--- src/mbtcp_defines.svh ---
// Modbus-TCP client constants: header layout, function codes, sizes.
// Assumes inclusion by the package and by the client modules.
`ifndef MBTCP_DEFINES_SVH
`define MBTCP_DEFINES_SVH
`define MB_HDR_BYTES       4'd7
`define MB_PROTO_ID        16'h0000
`define MB_UNIT_MAX        8'hf7
`define MB_FC_RD_RELAY     8'h01
`define MB_FC_RD_INPUT     8'h02
`define MB_FC_RD_REGS      8'h03
`define MB_FC_FORCE_RELAY  8'h05
`define MB_FC_WR_REGS      8'h10
`define MB_RELAY_ON        16'hff00
`define MB_RELAY_OFF       16'h0000
`define MB_FIFO_DEPTH      16
`define MB_RSP_TIMEOUT_US  1000
`define MB_CLK_MHZ         100
`define MB_RSP_TIMEOUT_CYC (`MB_RSP_TIMEOUT_US * `MB_CLK_MHZ)
`endif

--- src/mbtcp_pkg.sv ---
// Types shared by the Modbus-TCP client modules.
// Assumes the defines header is on the include path.
`include "mbtcp_defines.svh"
package mbtcp_pkg;
   typedef enum logic [3:0] {
      st_idle   = 4'b0000,
      st_hdr    = 4'b0001,
      st_func   = 4'b0010,
      st_addr   = 4'b0011,
      st_qty    = 4'b0100,
      st_bcnt   = 4'b0101,
      st_wdata  = 4'b0110,
      st_rsp    = 4'b0111,
      st_done   = 4'b1000
   } client_state_t;
endpackage

--- src/mbtcp_fifo.sv ---
// Synchronous FIFO with valid/ready on both sides; read data is registered.
// Assumes one clock and an asynchronous active-low reset.
`timescale 1ns/1ns
module mbtcp_fifo #(
   parameter int WIDTH = 16,
   parameter int DEPTH = 16
) (
   // Clock and reset
   input  wire logic             ref_clk_i,
   input  wire logic             reset_n_i,
   // Fill side
   input  wire logic             in_valid_i,
   output      logic             in_ready_o,
   input  wire logic [WIDTH-1:0] in_data_i,
   // Drain side
   output      logic             out_valid_o,
   input  wire logic             out_ready_i,
   output      logic [WIDTH-1:0] out_data_o
);
   localparam int AW = $clog2(DEPTH);
   if (DEPTH < 2 || (1 << AW) != DEPTH || WIDTH < 1) begin : g_bad_depth
      $error("fifo depth must be a power of two, at least 2");
   end
   logic [WIDTH-1:0] mem [DEPTH];
   logic [AW:0]      wr_ptr;
   logic [AW:0]      rd_ptr;
   logic             out_valid;
   logic [WIDTH-1:0] out_data;
   logic             full;
   logic [AW+1:0]    level;
   logic             stored;
   logic             push;
   logic             pop;
   // Output register is one of the DEPTH words, so the fill side sees exactly DEPTH
   assign level       = {1'b0, wr_ptr - rd_ptr} + (AW+2)'(out_valid);
   assign full        = (level >= (AW+2)'(DEPTH));
   assign stored      = (wr_ptr != rd_ptr);
   assign in_ready_o  = !full;
   assign push        = in_valid_i && !full;
   assign pop         = stored && (!out_valid || out_ready_i);
   assign out_valid_o = out_valid;
   assign out_data_o  = out_data;
   always_ff @(posedge ref_clk_i) begin
      if (push)
         mem[wr_ptr[AW-1:0]] <= in_data_i;
   end
   always_ff @(posedge ref_clk_i or negedge reset_n_i) begin
      if (!reset_n_i) begin
         wr_ptr    <= '0;
         rd_ptr    <= '0;
         out_valid <= 1'b0;
         out_data  <= '0;
      end else begin
         if (push)
            wr_ptr <= wr_ptr + 1'b1;
         if (pop) begin
            rd_ptr    <= rd_ptr + 1'b1;
            out_data  <= mem[rd_ptr[AW-1:0]];
            out_valid <= 1'b1;
         end else if (out_ready_i) begin
            out_valid <= 1'b0;
         end
      end
   end
endmodule

--- src/mbtcp_client.sv ---
// Modbus-TCP client: builds request frames byte by byte onto the TCP link
// and checks the response header. Write data for function 16 is buffered.
// Assumes a TCP stack below that carries bytes over an open connection.
`timescale 1ns/1ns
`include "mbtcp_defines.svh"
// Notes on behaviour
// - Frame is seven header bytes, one function byte, then data bytes.
// - Bytes 1-2 carry transaction id; bytes 3-4 protocol id, always zero.
// - Length field counts all bytes after itself.
// - Last header byte is unit id, valid 0 to 247.
// - Function code is eight bits, legal values 1 to 255; client takes only 1, 2, 3, 5 and 16 and refuses the rest.
// - Data field is bytes of any value 00 to ff.
// - Register read data holds start address then register count.
// - Multiple write data holds start address, count, byte count, then values.
// - Client waits for an open TCP connection (link_up_i) before taking any request.
// - Two-byte fields go high byte first.
module mbtcp_client
   import mbtcp_pkg::*;
#(
   parameter int          FIFO_DEPTH  = `MB_FIFO_DEPTH,
   parameter int unsigned TIMEOUT_CYC = `MB_RSP_TIMEOUT_CYC
) (
   // Clock and reset
   input  wire logic        ref_clk_i,
   input  wire logic        reset_n_i,
   // Request command
   input  wire logic        req_valid_i,
   output      logic        req_ready_o,
   input  wire logic [7:0]  req_func_i,
   input  wire logic [7:0]  req_unit_i,
   input  wire logic [15:0] req_addr_i,
   input  wire logic [15:0] req_qty_i,
   // Register values for function 16
   input  wire logic        wdata_valid_i,
   output      logic        wdata_ready_o,
   input  wire logic [15:0] wdata_i,
   // TCP link
   input  wire logic        link_up_i,
   output      logic        tx_valid_o,
   input  wire logic        tx_ready_i,
   output      logic [7:0]  tx_data_o,
   input  wire logic        rx_valid_i,
   output      logic        rx_ready_o,
   input  wire logic [7:0]  rx_data_i,
   // Completion
   output      logic        done_o,
   output      logic        rsp_ok_o,
   output      logic        rsp_err_o,
   output      logic        bad_req_o
);
   if (TIMEOUT_CYC < 1 || FIFO_DEPTH < 2) begin : g_bad_param
      $error("bad client parameters");
   end
   // ********************************
   // State
   // ********************************
   typedef struct packed {
      client_state_t st;
      logic [15:0]   tid;
      logic [7:0]    func;
      logic [7:0]    unit;
      logic [15:0]   addr;
      logic [15:0]   qty;
      logic [15:0]   len;
      logic [15:0]   wcnt;
      logic [3:0]    idx;
      logic [15:0]   rx_cnt;
      logic [7:0]    rx_b4;
      logic          mismatch;
      logic [31:0]   timer;
      logic          done;
      logic          ok;
      logic          err;
      logic          bad;
      logic [7:0]    tx_byte;
      logic          tx_vld;
   } client_t;
   client_t r;
   client_t next_r;
   logic        f_valid;
   logic        f_ready;
   logic [15:0] f_data;
   mbtcp_fifo #(.WIDTH(16), .DEPTH(FIFO_DEPTH)) wbuf (
      .ref_clk_i   (ref_clk_i),
      .reset_n_i   (reset_n_i),
      .in_valid_i  (wdata_valid_i),
      .in_ready_o  (wdata_ready_o),
      .in_data_i   (wdata_i),
      .out_valid_o (f_valid),
      .out_ready_i (f_ready),
      .out_data_o  (f_data)
   );
   // Length field: unit + function + data bytes
   function automatic logic [15:0] frame_len(input logic [7:0] fc, input logic [15:0] q);
      if (fc == `MB_FC_WR_REGS)
         frame_len = 16'(7 + 2 * q);
      else
         frame_len = 16'd6;
   endfunction
   function automatic logic supported(input logic [7:0] fc);
      supported = (fc == `MB_FC_RD_RELAY) || (fc == `MB_FC_RD_INPUT) ||
                  (fc == `MB_FC_RD_REGS) || (fc == `MB_FC_FORCE_RELAY) ||
                  (fc == `MB_FC_WR_REGS);
   endfunction
   // ********************************
   // Sequencer
   // ********************************
   logic tx_adv;
   assign tx_adv      = r.tx_vld && tx_ready_i;
   assign req_ready_o = (r.st == st_idle) && link_up_i;
   assign tx_valid_o  = r.tx_vld;
   assign tx_data_o   = r.tx_byte;
   // Answer bytes are taken only once the last request byte has gone out
   assign rx_ready_o  = (r.st == st_rsp) && !r.tx_vld;
   assign f_ready     = (r.st == st_wdata) && !r.tx_vld && r.idx[0] == 1'b0;
   assign done_o      = r.done;
   assign rsp_ok_o    = r.ok;
   assign rsp_err_o   = r.err;
   assign bad_req_o   = r.bad;
   always_comb begin
      next_r      = r;
      next_r.done = 1'b0;
      if (tx_adv)
         next_r.tx_vld = 1'b0;
      unique case (r.st)
         st_idle: begin
            if (req_valid_i && link_up_i) begin
               // Unit id above 247, code 0 or unsupported code never go out
               if (req_unit_i > `MB_UNIT_MAX || req_func_i == 8'h00 ||
                   !supported(req_func_i) || (req_func_i == `MB_FC_FORCE_RELAY &&
                   req_qty_i != `MB_RELAY_ON && req_qty_i != `MB_RELAY_OFF)) begin
                  next_r.bad  = 1'b1;
                  next_r.done = 1'b1;
               end else begin
                  next_r.bad  = 1'b0;
                  next_r.ok   = 1'b0;
                  next_r.err  = 1'b0;
                  next_r.func = req_func_i;
                  next_r.unit = req_unit_i;
                  next_r.addr = req_addr_i;
                  next_r.qty  = req_qty_i;
                  next_r.len  = frame_len(req_func_i, req_qty_i);
                  next_r.idx  = 4'd0;
                  next_r.st   = st_hdr;
               end
            end
         end
         st_hdr: begin
            if (!r.tx_vld || tx_adv) begin
               next_r.tx_vld = 1'b1;
               unique case (r.idx)
                  4'd0:    next_r.tx_byte = r.tid[15:8];
                  4'd1:    next_r.tx_byte = r.tid[7:0];
                  4'd2:    next_r.tx_byte = 8'(`MB_PROTO_ID >> 8);
                  4'd3:    next_r.tx_byte = 8'(`MB_PROTO_ID);
                  4'd4:    next_r.tx_byte = r.len[15:8];
                  4'd5:    next_r.tx_byte = r.len[7:0];
                  default: next_r.tx_byte = r.unit;
               endcase
               next_r.idx = r.idx + 4'd1;
               if (r.idx == `MB_HDR_BYTES - 4'd1) begin
                  next_r.st = st_func;
               end
            end
         end
         st_func: begin
            if (tx_adv) begin
               next_r.tx_vld  = 1'b1;
               next_r.tx_byte = r.func;
               next_r.idx     = 4'd0;
               next_r.st      = st_addr;
            end
         end
         st_addr, st_qty: begin
            // Address then quantity (or force value), each high byte first
            if (tx_adv) begin
               next_r.tx_vld  = 1'b1;
               next_r.tx_byte = (r.st == st_addr) ?
                  (r.idx[0] ? r.addr[7:0] : r.addr[15:8]) :
                  (r.idx[0] ? r.qty[7:0] : r.qty[15:8]);
               next_r.idx = r.idx + 4'd1;
               if (r.idx[0]) begin
                  next_r.idx = 4'd0;
                  if (r.st == st_addr)
                     next_r.st = st_qty;
                  else
                     next_r.st = (r.func == `MB_FC_WR_REGS) ? st_bcnt : st_rsp;
               end
            end
         end
         st_bcnt: begin
            if (tx_adv) begin
               next_r.tx_vld  = 1'b1;
               next_r.tx_byte = 8'(r.qty << 1);
               next_r.wcnt    = r.qty;
               next_r.st      = (r.qty == 16'd0) ? st_rsp : st_wdata;
            end
         end
         st_wdata: begin
            // Stalls on an empty buffer; low byte held in addr for second beat
            if (f_valid && f_ready) begin
               next_r.tx_vld  = 1'b1;
               next_r.tx_byte = f_data[15:8];
               next_r.addr    = f_data;
               next_r.idx     = 4'd1;
            end else if (r.idx[0] && tx_adv) begin
               next_r.tx_vld  = 1'b1;
               next_r.tx_byte = r.addr[7:0];
               next_r.idx     = 4'd0;
               next_r.wcnt    = r.wcnt - 16'd1;
               if (r.wcnt == 16'd1)
                  next_r.st = st_rsp;
            end
         end
         st_rsp: begin
            if (r.rx_cnt == 16'd0 && !r.tx_vld)
               next_r.timer = r.timer + 32'd1;
            if (rx_valid_i && rx_ready_o) begin
               next_r.rx_cnt = r.rx_cnt + 16'd1;
               unique case (r.rx_cnt)
                  16'd0:   next_r.mismatch = (rx_data_i != r.tid[15:8]);
                  16'd1:   next_r.mismatch = r.mismatch | (rx_data_i != r.tid[7:0]);
                  16'd2,
                  16'd3:   next_r.mismatch = r.mismatch | (rx_data_i != 8'h00);
                  16'd4:   next_r.rx_b4 = rx_data_i;
                  16'd5:   next_r.len = {r.rx_b4, rx_data_i};
                  16'd6:   next_r.mismatch = r.mismatch | (rx_data_i != r.unit);
                  // Whole byte compared, so an exception answer is never taken as good
                  16'd7:   next_r.mismatch = r.mismatch | (rx_data_i != r.func);
                  default: next_r.mismatch = r.mismatch;
               endcase
               // Frame ends once the length field's byte count has passed
               if (r.rx_cnt >= 16'd6 && r.rx_cnt + 16'd1 >= r.len + 16'd6) begin
                  next_r.st = st_done;
               end
            end else if (r.timer >= TIMEOUT_CYC) begin
               next_r.mismatch = 1'b1;
               next_r.st       = st_done;
            end
         end
         st_done: begin
            next_r.done   = 1'b1;
            next_r.ok     = !r.mismatch;
            next_r.err    = r.mismatch;
            next_r.tid    = r.tid + 16'd1;
            next_r.rx_cnt = 16'd0;
            next_r.timer  = 32'd0;
            next_r.mismatch = 1'b0;
            next_r.st     = st_idle;
         end
         default: next_r.st = st_idle;
      endcase
   end
   always_ff @(posedge ref_clk_i or negedge reset_n_i) begin
      if (!reset_n_i)
         r <= '{st: st_idle, default: '0};
      else
         r <= next_r;
   end
endmodule

--- config.mk ---
export PLATFORM = sky130hd
export DESIGN_NAME = mbtcp_client
export DESIGN_NICKNAME = d
export VERILOG_FILES = /design/src/mbtcp_pkg.sv /design/src/mbtcp_fifo.sv /design/src/mbtcp_client.sv
export VERILOG_INCLUDE_DIRS = /design/src
export SDC_FILE = /design/constraint.sdc
export NUM_CORES = 1
export LEC_CHECK = 0
export CAP_MARGIN = 20
export CORE_MARGIN = 8
export CORE_UTILIZATION = 66
export CTS_BUF_LIST = sky130_fd_sc_hd__clkbuf_8
export CTS_CLUSTER_SIZE = 8
export DETAILED_ROUTE_END_ITERATION = 16
export DONT_BUFFER_PORTS = 1
export GPL_TIMING_DRIVEN = 0
export HOLD_SLACK_MARGIN = 0.02
export PLACE_DENSITY = 0.8
export SKIP_CTS_REPAIR_TIMING = 1
export SYNTH_ARGS = -nofsm -noshare
export SYNTH_HDL_FRONTEND = slang
export SYNTH_HIERARCHICAL = 1
export SYNTH_SLANG_ARGS = --single-unit
--- constraint.sdc ---
create_clock -name ref_clk_i -period 4.2 [get_ports ref_clk_i]
set_input_delay 0.21 -clock ref_clk_i [delete_from_list [all_inputs] [get_ports ref_clk_i]]
set_output_delay 0.21 -clock ref_clk_i [all_outputs]
set_load 0.02 [all_outputs]
Word-level counts from Yosys, hierarchy flattened
Memory sizes are Yosys's and may differ from the RTL's. A register that Yosys moved wholly into a read port is not among the register bits.
Cells that the tools add are included.
{"block": "totals", "n_memories": 1, "inputBits": 79, "reg_bits": 185, "wordCells": 225, "ram_bits": 256, "output_inout_bits": 16}
{"memory": "wbuf.mem", "depth": 16, "width": 16, "read_ports": 1, "rd_clocked_by_memory_dff": 1, "wr": 1, "line": "mbtcp_fifo.sv:24", "rtl": "logic [WIDTH-1:0] mem [DEPTH];"}
{"block": "classes", "add_sub_neg": 11, "magnitude_cmp": 5, "muxes": 66, "n_reduce_logical": 61, "bitwise_logic": 6, "eq_ne": 53}
{"cell": "case mux 16 bit (2 select lines)", "n": 4}
{"cell": "two-way mux 16 bit", "n": 6}
{"cell": "two-way mux 48 bit", "n": 2}
{"cell": "two-way mux 4 bit", "n": 22}
{"cell": "case mux 33 bit (2 select lines)", "n": 1}
{"cell": "equality test 16 x 3 -> 1 bit (second input constant)", "n": 4}
{"cell": "two-way mux 9 bit", "n": 6}
{"cell": "case mux 9 bit (5 select lines)", "n": 1}
{"cell": "case mux 8 bit (5 select lines)", "n": 1}
{"cell": "adder 16 x 1 -> 16 bit (second input constant)", "n": 2}
{"cell": "adder 32 x 1 -> 32 bit (second input constant)", "n": 1}
{"cell": "equality test 16 x 1 -> 1 bit (second input constant)", "n": 2}
{"cell": "equality test 16 x 2 -> 1 bit (second input constant)", "n": 2}
{"cell": ">= comparator 32 x 17 -> 1 bit (second input constant)", "n": 1}
{"cell": "logical NOT 16 bit", "n": 2}
{"cell": "two-way mux 32 bit", "n": 1}
{"cell": "two-way mux 8 bit", "n": 4}
{"cell": "!= test 8 bit", "n": 4}
{"cell": "equality test 4 x 3 -> 1 bit (second input constant)", "n": 7}
{"cell": "case mux 4 bit (7 select lines)", "n": 1}
{"cell": "two-way mux 24 bit", "n": 1}
{"cell": "two-way mux 20 bit", "n": 1}
{"cell": "case mux 4 bit (5 select lines)", "n": 1}
{"cell": "adder 16 x 3 -> 16 bit (second input constant)", "n": 1}
{"cell": "other kinds (47)", "n": 124}

Logic depth before layout (Yosys ltp)
Gate-level depths: netlist of the first run.
{"block": "logic_depth", "ltp_word": 11, "depth_mapped": 17, "ltp_nobuf": 15}

Cells and area by module
The synthesis of the first run kept the hierarchy.
{"module": "mbtcp_fifo", "area_per_inst_um2": 10983.0, "cells_each": 543, "seq_area_each_um2": 8363.0, "instances": 1}
{"module": "mbtcp_client", "area_per_inst_um2": 10805.4, "cells_each": 1183, "seq_area_each_um2": 4354.2, "instances": 1}

Worst setup path before layout of the first run
No wires, ideal clock.
{"block": "synth_path", "path_type": "register -> register", "from": "register wbuf.rd_ptr[1]", "to": "memory wbuf.mem[15][0] (enable)", "setup_ns": 0.403, "path_buffers": 2, "synth_period_minus_slack_ns": 3.653, "required_time_ns": 3.797, "arrival_ns": 3.250, "stages_incl_launch_ff": 9, "slack_ns": 0.547, "cell_sequence": "dfrtp_1 -> clkbuf_1 -> clkbuf_1 -> inv_1 -> fa_1 -> a21o_1 -> a21oi_1 -> xnor2_1 -> nor4b_2"}
{"block": "synth_between", "elab_chain_len": 7}
{"item": "from (decl)", "line": "mbtcp_fifo.sv:26", "rtl": "logic [AW:0] rd_ptr;"}
{"item": "from (signal assigned)", "line": "mbtcp_fifo.sv:57", "rtl": "rd_ptr <= rd_ptr + 1'b1;"}
{"item": "subtractor 5 bit", "line": "mbtcp_fifo.sv:35", "rtl": "assign level = {1'b0, wr_ptr - rd_ptr} + (AW+2)'(out_valid);"}
{"item": "adder 5 x 1 -> 6 bit", "line": "mbtcp_fifo.sv:35"}
{"item": ">= comparator 6 x 5 -> 1 bit", "line": "mbtcp_fifo.sv:36", "rtl": "assign full = (level >= (AW+2)'(DEPTH));"}
{"item": "logical NOT 1 bit", "line": "mbtcp_fifo.sv:39", "rtl": "assign push = in_valid_i && !full;"}
{"item": "logical AND 1 bit", "line": "mbtcp_fifo.sv:39"}
{"item": "two-way mux 1 bit", "line": "mbtcp_fifo.sv:44", "rtl": "if (push)"}
{"item": "two-way mux 1 bit (not written as such)", "line": "mbtcp_fifo.sv:45", "rtl": "mem[wr_ptr[AW-1:0]] <= in_data_i;"}
{"item": "to (decl)", "line": "mbtcp_fifo.sv:24"}
Every way passes these cells.

Worst setup path after layout of the first run
{"block": "layout_path", "from": "register wbuf.rd_ptr[1]", "to": "memory wbuf.mem[9][0] (enable)"}
Same word-level chain as after synthesis.

==> results of run 1 <==
[sequential cells by signal (all words and copies together) (netlist names)]
name	cells
wbuf/mem	256
r	161
wbuf/out_data_o	16
tx_data_o	8
wbuf/rd_ptr	5
wbuf/wr_ptr	5
bad_req_o	1
done_o	1
rsp_err_o	1
rsp_ok_o	1
tx_valid_o	1
wbuf/out_valid_o	1
[cell families (layout without fill, tap and decap cells)]
kind of cell             count (synthesis)  count (layout)
flip-flops                             457             457
other                                    0               2
adder cells (fa/ha/maj)                 41              41
XOR/XNOR                               103             103
AND/OR/NAND/NOR                        530             530
buffers and inverters                  132             333
multiplexers                           129             129
AO/OA/AOI/OAI                          334             334
[placed cells by master (no fill, tap or decap), drive strengths merged, types with 42 or more instances in the layout]
cell         count
edfxtp         256
dfrtp          201
nand2          169
nor2           142
clkbuf         139
a21oi           99
o21ai           89
dlygate4sd3     75
mux4            70
inv             65
xnor2           61
mux2            55
xor2            42
[path summary, 6_finish.rpt]
kind	startpoint	end	slack (ns)	depth (start not counted)
min in group ref_clk_i	req_qty_i[7]	r[98]	0	3
max in group asynchronous	reset_n_i	r[124]	4.50	0
worst min-delay path	reset_n_i	r[41]	-0.70	0
worst max register to register	wbuf/rd_ptr[1]	wbuf/mem[9][0]	0.13	10
worst min register to register	wbuf/rd_ptr[4]	wbuf/rd_ptr[4]	0.50	1
worst max-delay path	wbuf/rd_ptr[1]	wbuf/mem[9][0]	0.13	10
[where the power goes]
part           internal [mW]  switching (mW)
sequential              5.48           0.657
clock                   1.89            1.73
combinational           2.12            3.31
[layout make-up]
cell class | count | area (um2) | area share
Sequential cell | 457 | 12700 | 0.519
Multi-Input combinational cell | 1137 | 8530 | 0.348
Clock buffer | 84 | 1160 | 0.0471
Timing Repair Buffer | 77 | 769 | 0.0314
Tap cell | 442 | 553 | 0.0225
Buffer | 93 | 450 | 0.0184
Clock inverter | 44 | 216 | 0.00882
Inverter | 35 | 131 | 0.00536
Antenna cell | 2 | 5.00 | 0.000204
[worst register-to-register path, delay by kind of cell (launching register included)]
kind	cells	cell delay, ns
buffers and inverters	4	1.22
AND/OR/NAND/NOR	2	0.97
adder cells (fa/ha/maj)	1	0.46
AO/OA/AOI/OAI	2	0.41
flip-flops	1	0.39
XOR/XNOR	1	0.24
[metrics by stage]
step,hold slack [ns],std cells
detailed placement,-0.0779,2169
global placement,-0.0780,2168
finish,-0.697,2371
floorplan,-0.0856,1726
global route,-0.765,2371
CTS,-0.753,2297
[metal layers]
layer	wire length, um	global-route usage	part of all wire
met3	5380	0.0776	0.093
met5	0	0	0
met1	22700	0.390	0.39
met2	27200	0.443	0.47
met4	2210	0.102	0.038
==> metrics.csv, run 1 <==
metric;value;unit
status;finished, violations left;
violations;hold timing;
final_nets;1996;
grt_pass1_wl;86200;um
ir_drop;0.384;mV
pwr_density_cell;619;nW/um2
crit_type;register to register;
slowest_delay;0.57;ns
place_congestion;0.956;
fmax;246;MHz
worst_path_most_repeated_cell;clkbuf_2;
synthDominantCellAreaShare;0.353;
cts_buffers;75;
initial_core_util;0.670;
clk_pin_slew;0.06;ns
syn-num-nets;1846;
yosys_register_bits;457;
place_hpwl;38300;um
maxSlewHeadroom;0.429;
synthTopCellsByArea;edfxtp_1 (35%), dfrtp_1 (23%), mux4_2 (7.2%), nand2_1 (2.9%), xnor2_1 (2.5%);
drive_gt1_frac;0.150;
synth_top_family_by_area;simple AND/OR/NAND/NOR gates;
clockBufferDepth;3;
fin_skew;0.0342;ns
design_area;24500;um2
synth_warnings;6;
antenna_found_initial;2;
firstDrtPassIters;8;
die_x;198;um
synth_common_cells;edfxtp_1 (256), dfrtp_1 (201), nand2_1 (168);
synthSimpleGateAreaFrac;0.121;
clock-sinks;457;
ys_types;85;
synthFlopType;edfxtp_1;
utilization;0.754;
drtIter0Drc;1881;
h-tree-depth;3;
synth_edf_count;256;
synth_most_common_cell;edfxtp_1;
cts_tree;done;
synth-async-reset-ratio;0.440;
rows;66;
clk_latency;0.63;ns
setup_viol;0;
die_area;39100;um2
area_growth;12.6;%
p_total;15.2;mW
drcViolationCount;0;
worstPathRequired;4.44;ns
ys_seq_area_frac;0.584;
min_period_over_period;0.968;
yosys.area.top_type;edfxtp_1;
finalSetupTns;0;ns
synth-compound-area-share;0.100;
timing.critical_path.arrival;4.30;ns
synth-adder-area-share;0.0239;
yosys.area_share.xor_xnor;0.0414;
grt_pass1_vias;15183;
cp_max_fo;16;
grt_overflow;0;
via_per_inst;6.56;
cp-end-kind;register;
avgSynthCellArea;12.6;um2
maxSlewViolCount;0;
cp_top_family;buffers and inverters;
die_y;198;um
path_buf_inv;4;
hold_violations;202;
totalWireLength;57500;um
worst_pin_slew;0.848;ns
avgRoutedWirePerCell;24.3;um
fin_crit;4.07;ns
cpMaxStageDelayCell;and3_2;
pre_cts_ws;-0.687;ns
fillers;2107;
min_path_type;primary input to async pin;
fin_ws;0.134;ns
cellLeakagePower;9.52;nW
portBuffers;0;
cap_violations;0;
grt_max_degree;202;
worstPathCellList;clkbuf_2 > clkbuf_2 > inv_1 > fa_1 > a21o_1 > a21oi_1 > xnor2_1 > nor3b_2 > buf_2 > and3_2;
clockRootBuffer;clkbuf_8;
ios;95;
synth_area;21800;um2
syn_inst;1726;
start_kind;register;
whs;-0.697;ns
dpl_cell_area;22400;um2
drtAntennaViolNets;0;
core_area;32500;um2
vias;15563;
synthMuxAreaShare;0.103;
track_usage;0.287;
Power figures use the tool's default switching activity.
==> run 2: changes to the inputs <==
--- a/config.mk
+++ b/config.mk
@@ -6,6 +6,7 @@
 export SDC_FILE = /design/constraint.sdc
 export NUM_CORES = 1
 export LEC_CHECK = 0
+export ABC_AREA = 1
 export CAP_MARGIN = 20
 export CORE_MARGIN = 8
 export CORE_UTILIZATION = 66
==> run 2 against run 1 <==
Net effect:
- the run still ends with hold timing left
- combinational power is essentially flat
- sequential power shrank 4.1%
- via count grew 31%
- largest power group unchanged
- non-clock buffer count grew 13
- synthesized cell count grew 60%
- clock power grew 1%
- global-route usage grew 3.2 points
- maximum frequency grew 10%
- count of clock-buffer cells in the layout shrank 1
- clock skew grew 0.042 ns
- cell count grew 45%
- area after synthesis grew 8.7%
==> metrics.csv, run 2 <==
metric;value;unit
die_area;42200;um2
synthFlopType;edfxtp_1;
worstPathCellList;inv_2 > buf_1 > ha_1 > a21oi_1 > nand2_1 > nand2_1 > nand2_1 > inv_2 > nand3_4 > buf_6 > nor2_1 > buf_6;
cp_max_fo;10;
min_period_over_period;0.876;
slowest_delay;0.72;ns
portBuffers;0;
initial_core_util;0.667;
area_growth;11.8;%
worst_path_most_repeated_cell;nand2_1;
ios;95;
drtIter0Drc;2506;
die_x;205;um
antenna_found_initial;1;
synth_area;23700;um2
pwr-share-comb;0.362;
ys_types;62;
ys_seq_area_frac;0.537;
vias;20325;
fillers;2567;
fin_skew;0.0759;ns
clockPowerShare;0.245;
synth-async-reset-ratio;0.440;
final_nets;3037;
clockRootBuffer;clkbuf_8;
grt_max_degree;202;
start_kind;register;
cp-end-kind;register;
pre_cts_ws;0.586;ns
cpMaxStageDelayCell;nor2_1;
fin_ws;0.520;ns
final_common_cell;nand2_1;
timing.critical_path.arrival;4.03;ns
clock-sinks;457;
violations;hold timing;
track_usage;0.318;
avgRoutedWirePerCell;20.3;um
cts_tree;done;
status;finished, violations left;
min_path_type;primary input to async pin;
syn-num-nets;2881;
firstDrtPassIters;8;
grt_overflow;0;
cts_buffers;76;
crit_type;register to register;
cellLeakagePower;11.7;nW
synthDominantCellAreaShare;0.325;
hold_violations;202;
ir_drop;0.509;mV
yosys_register_bits;457;
setup_viol;0;
maxSlewHeadroom;0.270;
yosys.area.top_type;edfxtp_1;
clk_latency;0.70;ns
fmax;272;MHz
switchingPower;6.09;mW
synth_edf_count;256;
totalWireLength;69700;um
synthTopCellsByArea;edfxtp_1 (32%), dfrtp_1 (21%), nand2_1 (12%), nor2_1 (5.0%), nand3_1 (4.6%);
r2r_setup_slack;0.52;ns
p_int;8.89;mW
die_y;205;um
synth_warnings;6;
via_per_inst;5.92;
finalSetupTns;0;ns
drive_gt1_frac;0.0865;
largest_reg_flops;256;
avgSynthCellArea;8.58;um2
place_hpwl;48100;um
rsz0062_at_grt;false;
cap_violations;0;
swShare;0.406;
core_area;35500;um2
synth_common_cells;nand2_1 (786), nor2_1 (313), inv_1 (282);
most-common-layout-cells;nand2_1 (786), inv_1 (310), nor2_1 (301);
clockBufferDepth;3;
h-tree-depth;3;
worstPathRequired;4.55;ns
whs;-0.744;ns
maxSlewViolCount;0;
pwr_density_cell;566;nW/um2
power_frac_seq;0.393;
drcViolationCount;0;
clk_pin_slew;0.06;ns
worst_pin_slew;1.09;ns
syn_inst;2761;
drtAntennaViolNets;0;
place_congestion;0.964;
synth_most_common_cell;nand2_1;
grt_pass1_wl;104000;um
grt_pass1_vias;19107;
fin_crit;3.68;ns
rows;69;
-- run 2: cell types whose count changed after synthesis, moves of 30 or more --
cell and delta:
and3_1 -30, buf_2 +34, clkbuf_1 -35, inv_1 +249, mux2_2 -41, mux4_2 -70, nand2_1 +618, nand3_1 +183
nor2_1 +173, o21ai_1 +32, xnor2_1 -51
-- run 2: kinds of logic (layout without fill, tap and decap cells) --
family                   Yosys count  in the layout  share of synthesized area
buffers and inverters            419            629                     0.0748
AND/OR/NAND/NOR                 1451           1451                      0.259
adder cells (fa/ha/maj)           41             41                     0.0220
other                              0              2                          0
flip-flops                       457            457                      0.537
AO/OA/AOI/OAI                    316            316                     0.0787
XOR/XNOR                          77             77                     0.0285
-- run 2: per-stage QoR --
| step | instances | total power [mW] | hold WS (ns) | util | area, um2 |
|---|---|---|---|---|---|
| after floorplan | 2761 | 9.51 | -0.0856 | - | 23700 |
| after global placement | 3222 | 10.9 | -0.0800 | 0.684 | 24300 |
| after detailed placement | 3229 | 11.1 | -0.0799 | 0.687 | 24400 |
| after CTS | 3361 | 14.8 | -0.781 | 0.726 | 25800 |
| after global routing | 3432 | 15.8 | -0.776 | 0.746 | 26500 |
| final | 3434 | 15.0 | -0.744 | 0.746 | 26500 |
-- run 2: critical path, delay by kind of cell, from the launching register on --
family                     cells  cell delay (ns)
AOI/OAI and AO/OA              1             0.22
DFF                            1             0.41
adders and majority gates      1             0.39
and+or+nand+nor                5             1.10
buffers and inverters          5             1.25
-- run 2: layout make-up --
class,instances,area (um2),area share
antenna,2,5.00,0.000189
buffer,105,584,0.0221
clock buffer,83,1140,0.0432
clock inverter,49,254,0.00959
inverter,314,1190,0.0449
multi-input combinational,1885,9220,0.348
sequential,457,12700,0.480
tap,461,577,0.0218
timing repair buffer,78,786,0.0297
-- run 2: layer usage --
layer	global-route usage	up-vias	wire length, um
met5	0	-	17
met4	0.154	2	3100
met3	0.0650	201	7020
met2	0.497	1137	32200
met1	0.423	9560	27400
li1	-	9425	-
-- run 2: worst paths after layout --
kind	from	to	cells after the start
max	wbuf/rd_ptr[3]	wbuf/mem[3][7]	12
max reg2reg	wbuf/rd_ptr[3]	wbuf/mem[3][7]	12
min reg2reg	r[46]	r[46]	2
max in group asynchronous	reset_n_i	wbuf/out_data_o[11]	0
min	reset_n_i	r[87]	0
min in group ref_clk_i	req_qty_i[5]	r[96]	6
-- run 2: power by group through the flow --
| stage | clock network [mW] | logic (mW) | registers, mW |
|---|---|---|---|
| floorplan | 0 | 3.74 | 5.77 |
| global placement | 0 | 4.98 | 5.92 |
| detailed placement | 0 | 5.17 | 5.94 |
| CTS | 3.70 | 5.20 | 5.87 |
| global route | 3.89 | 5.98 | 5.94 |
| finish | 3.67 | 5.43 | 5.89 |
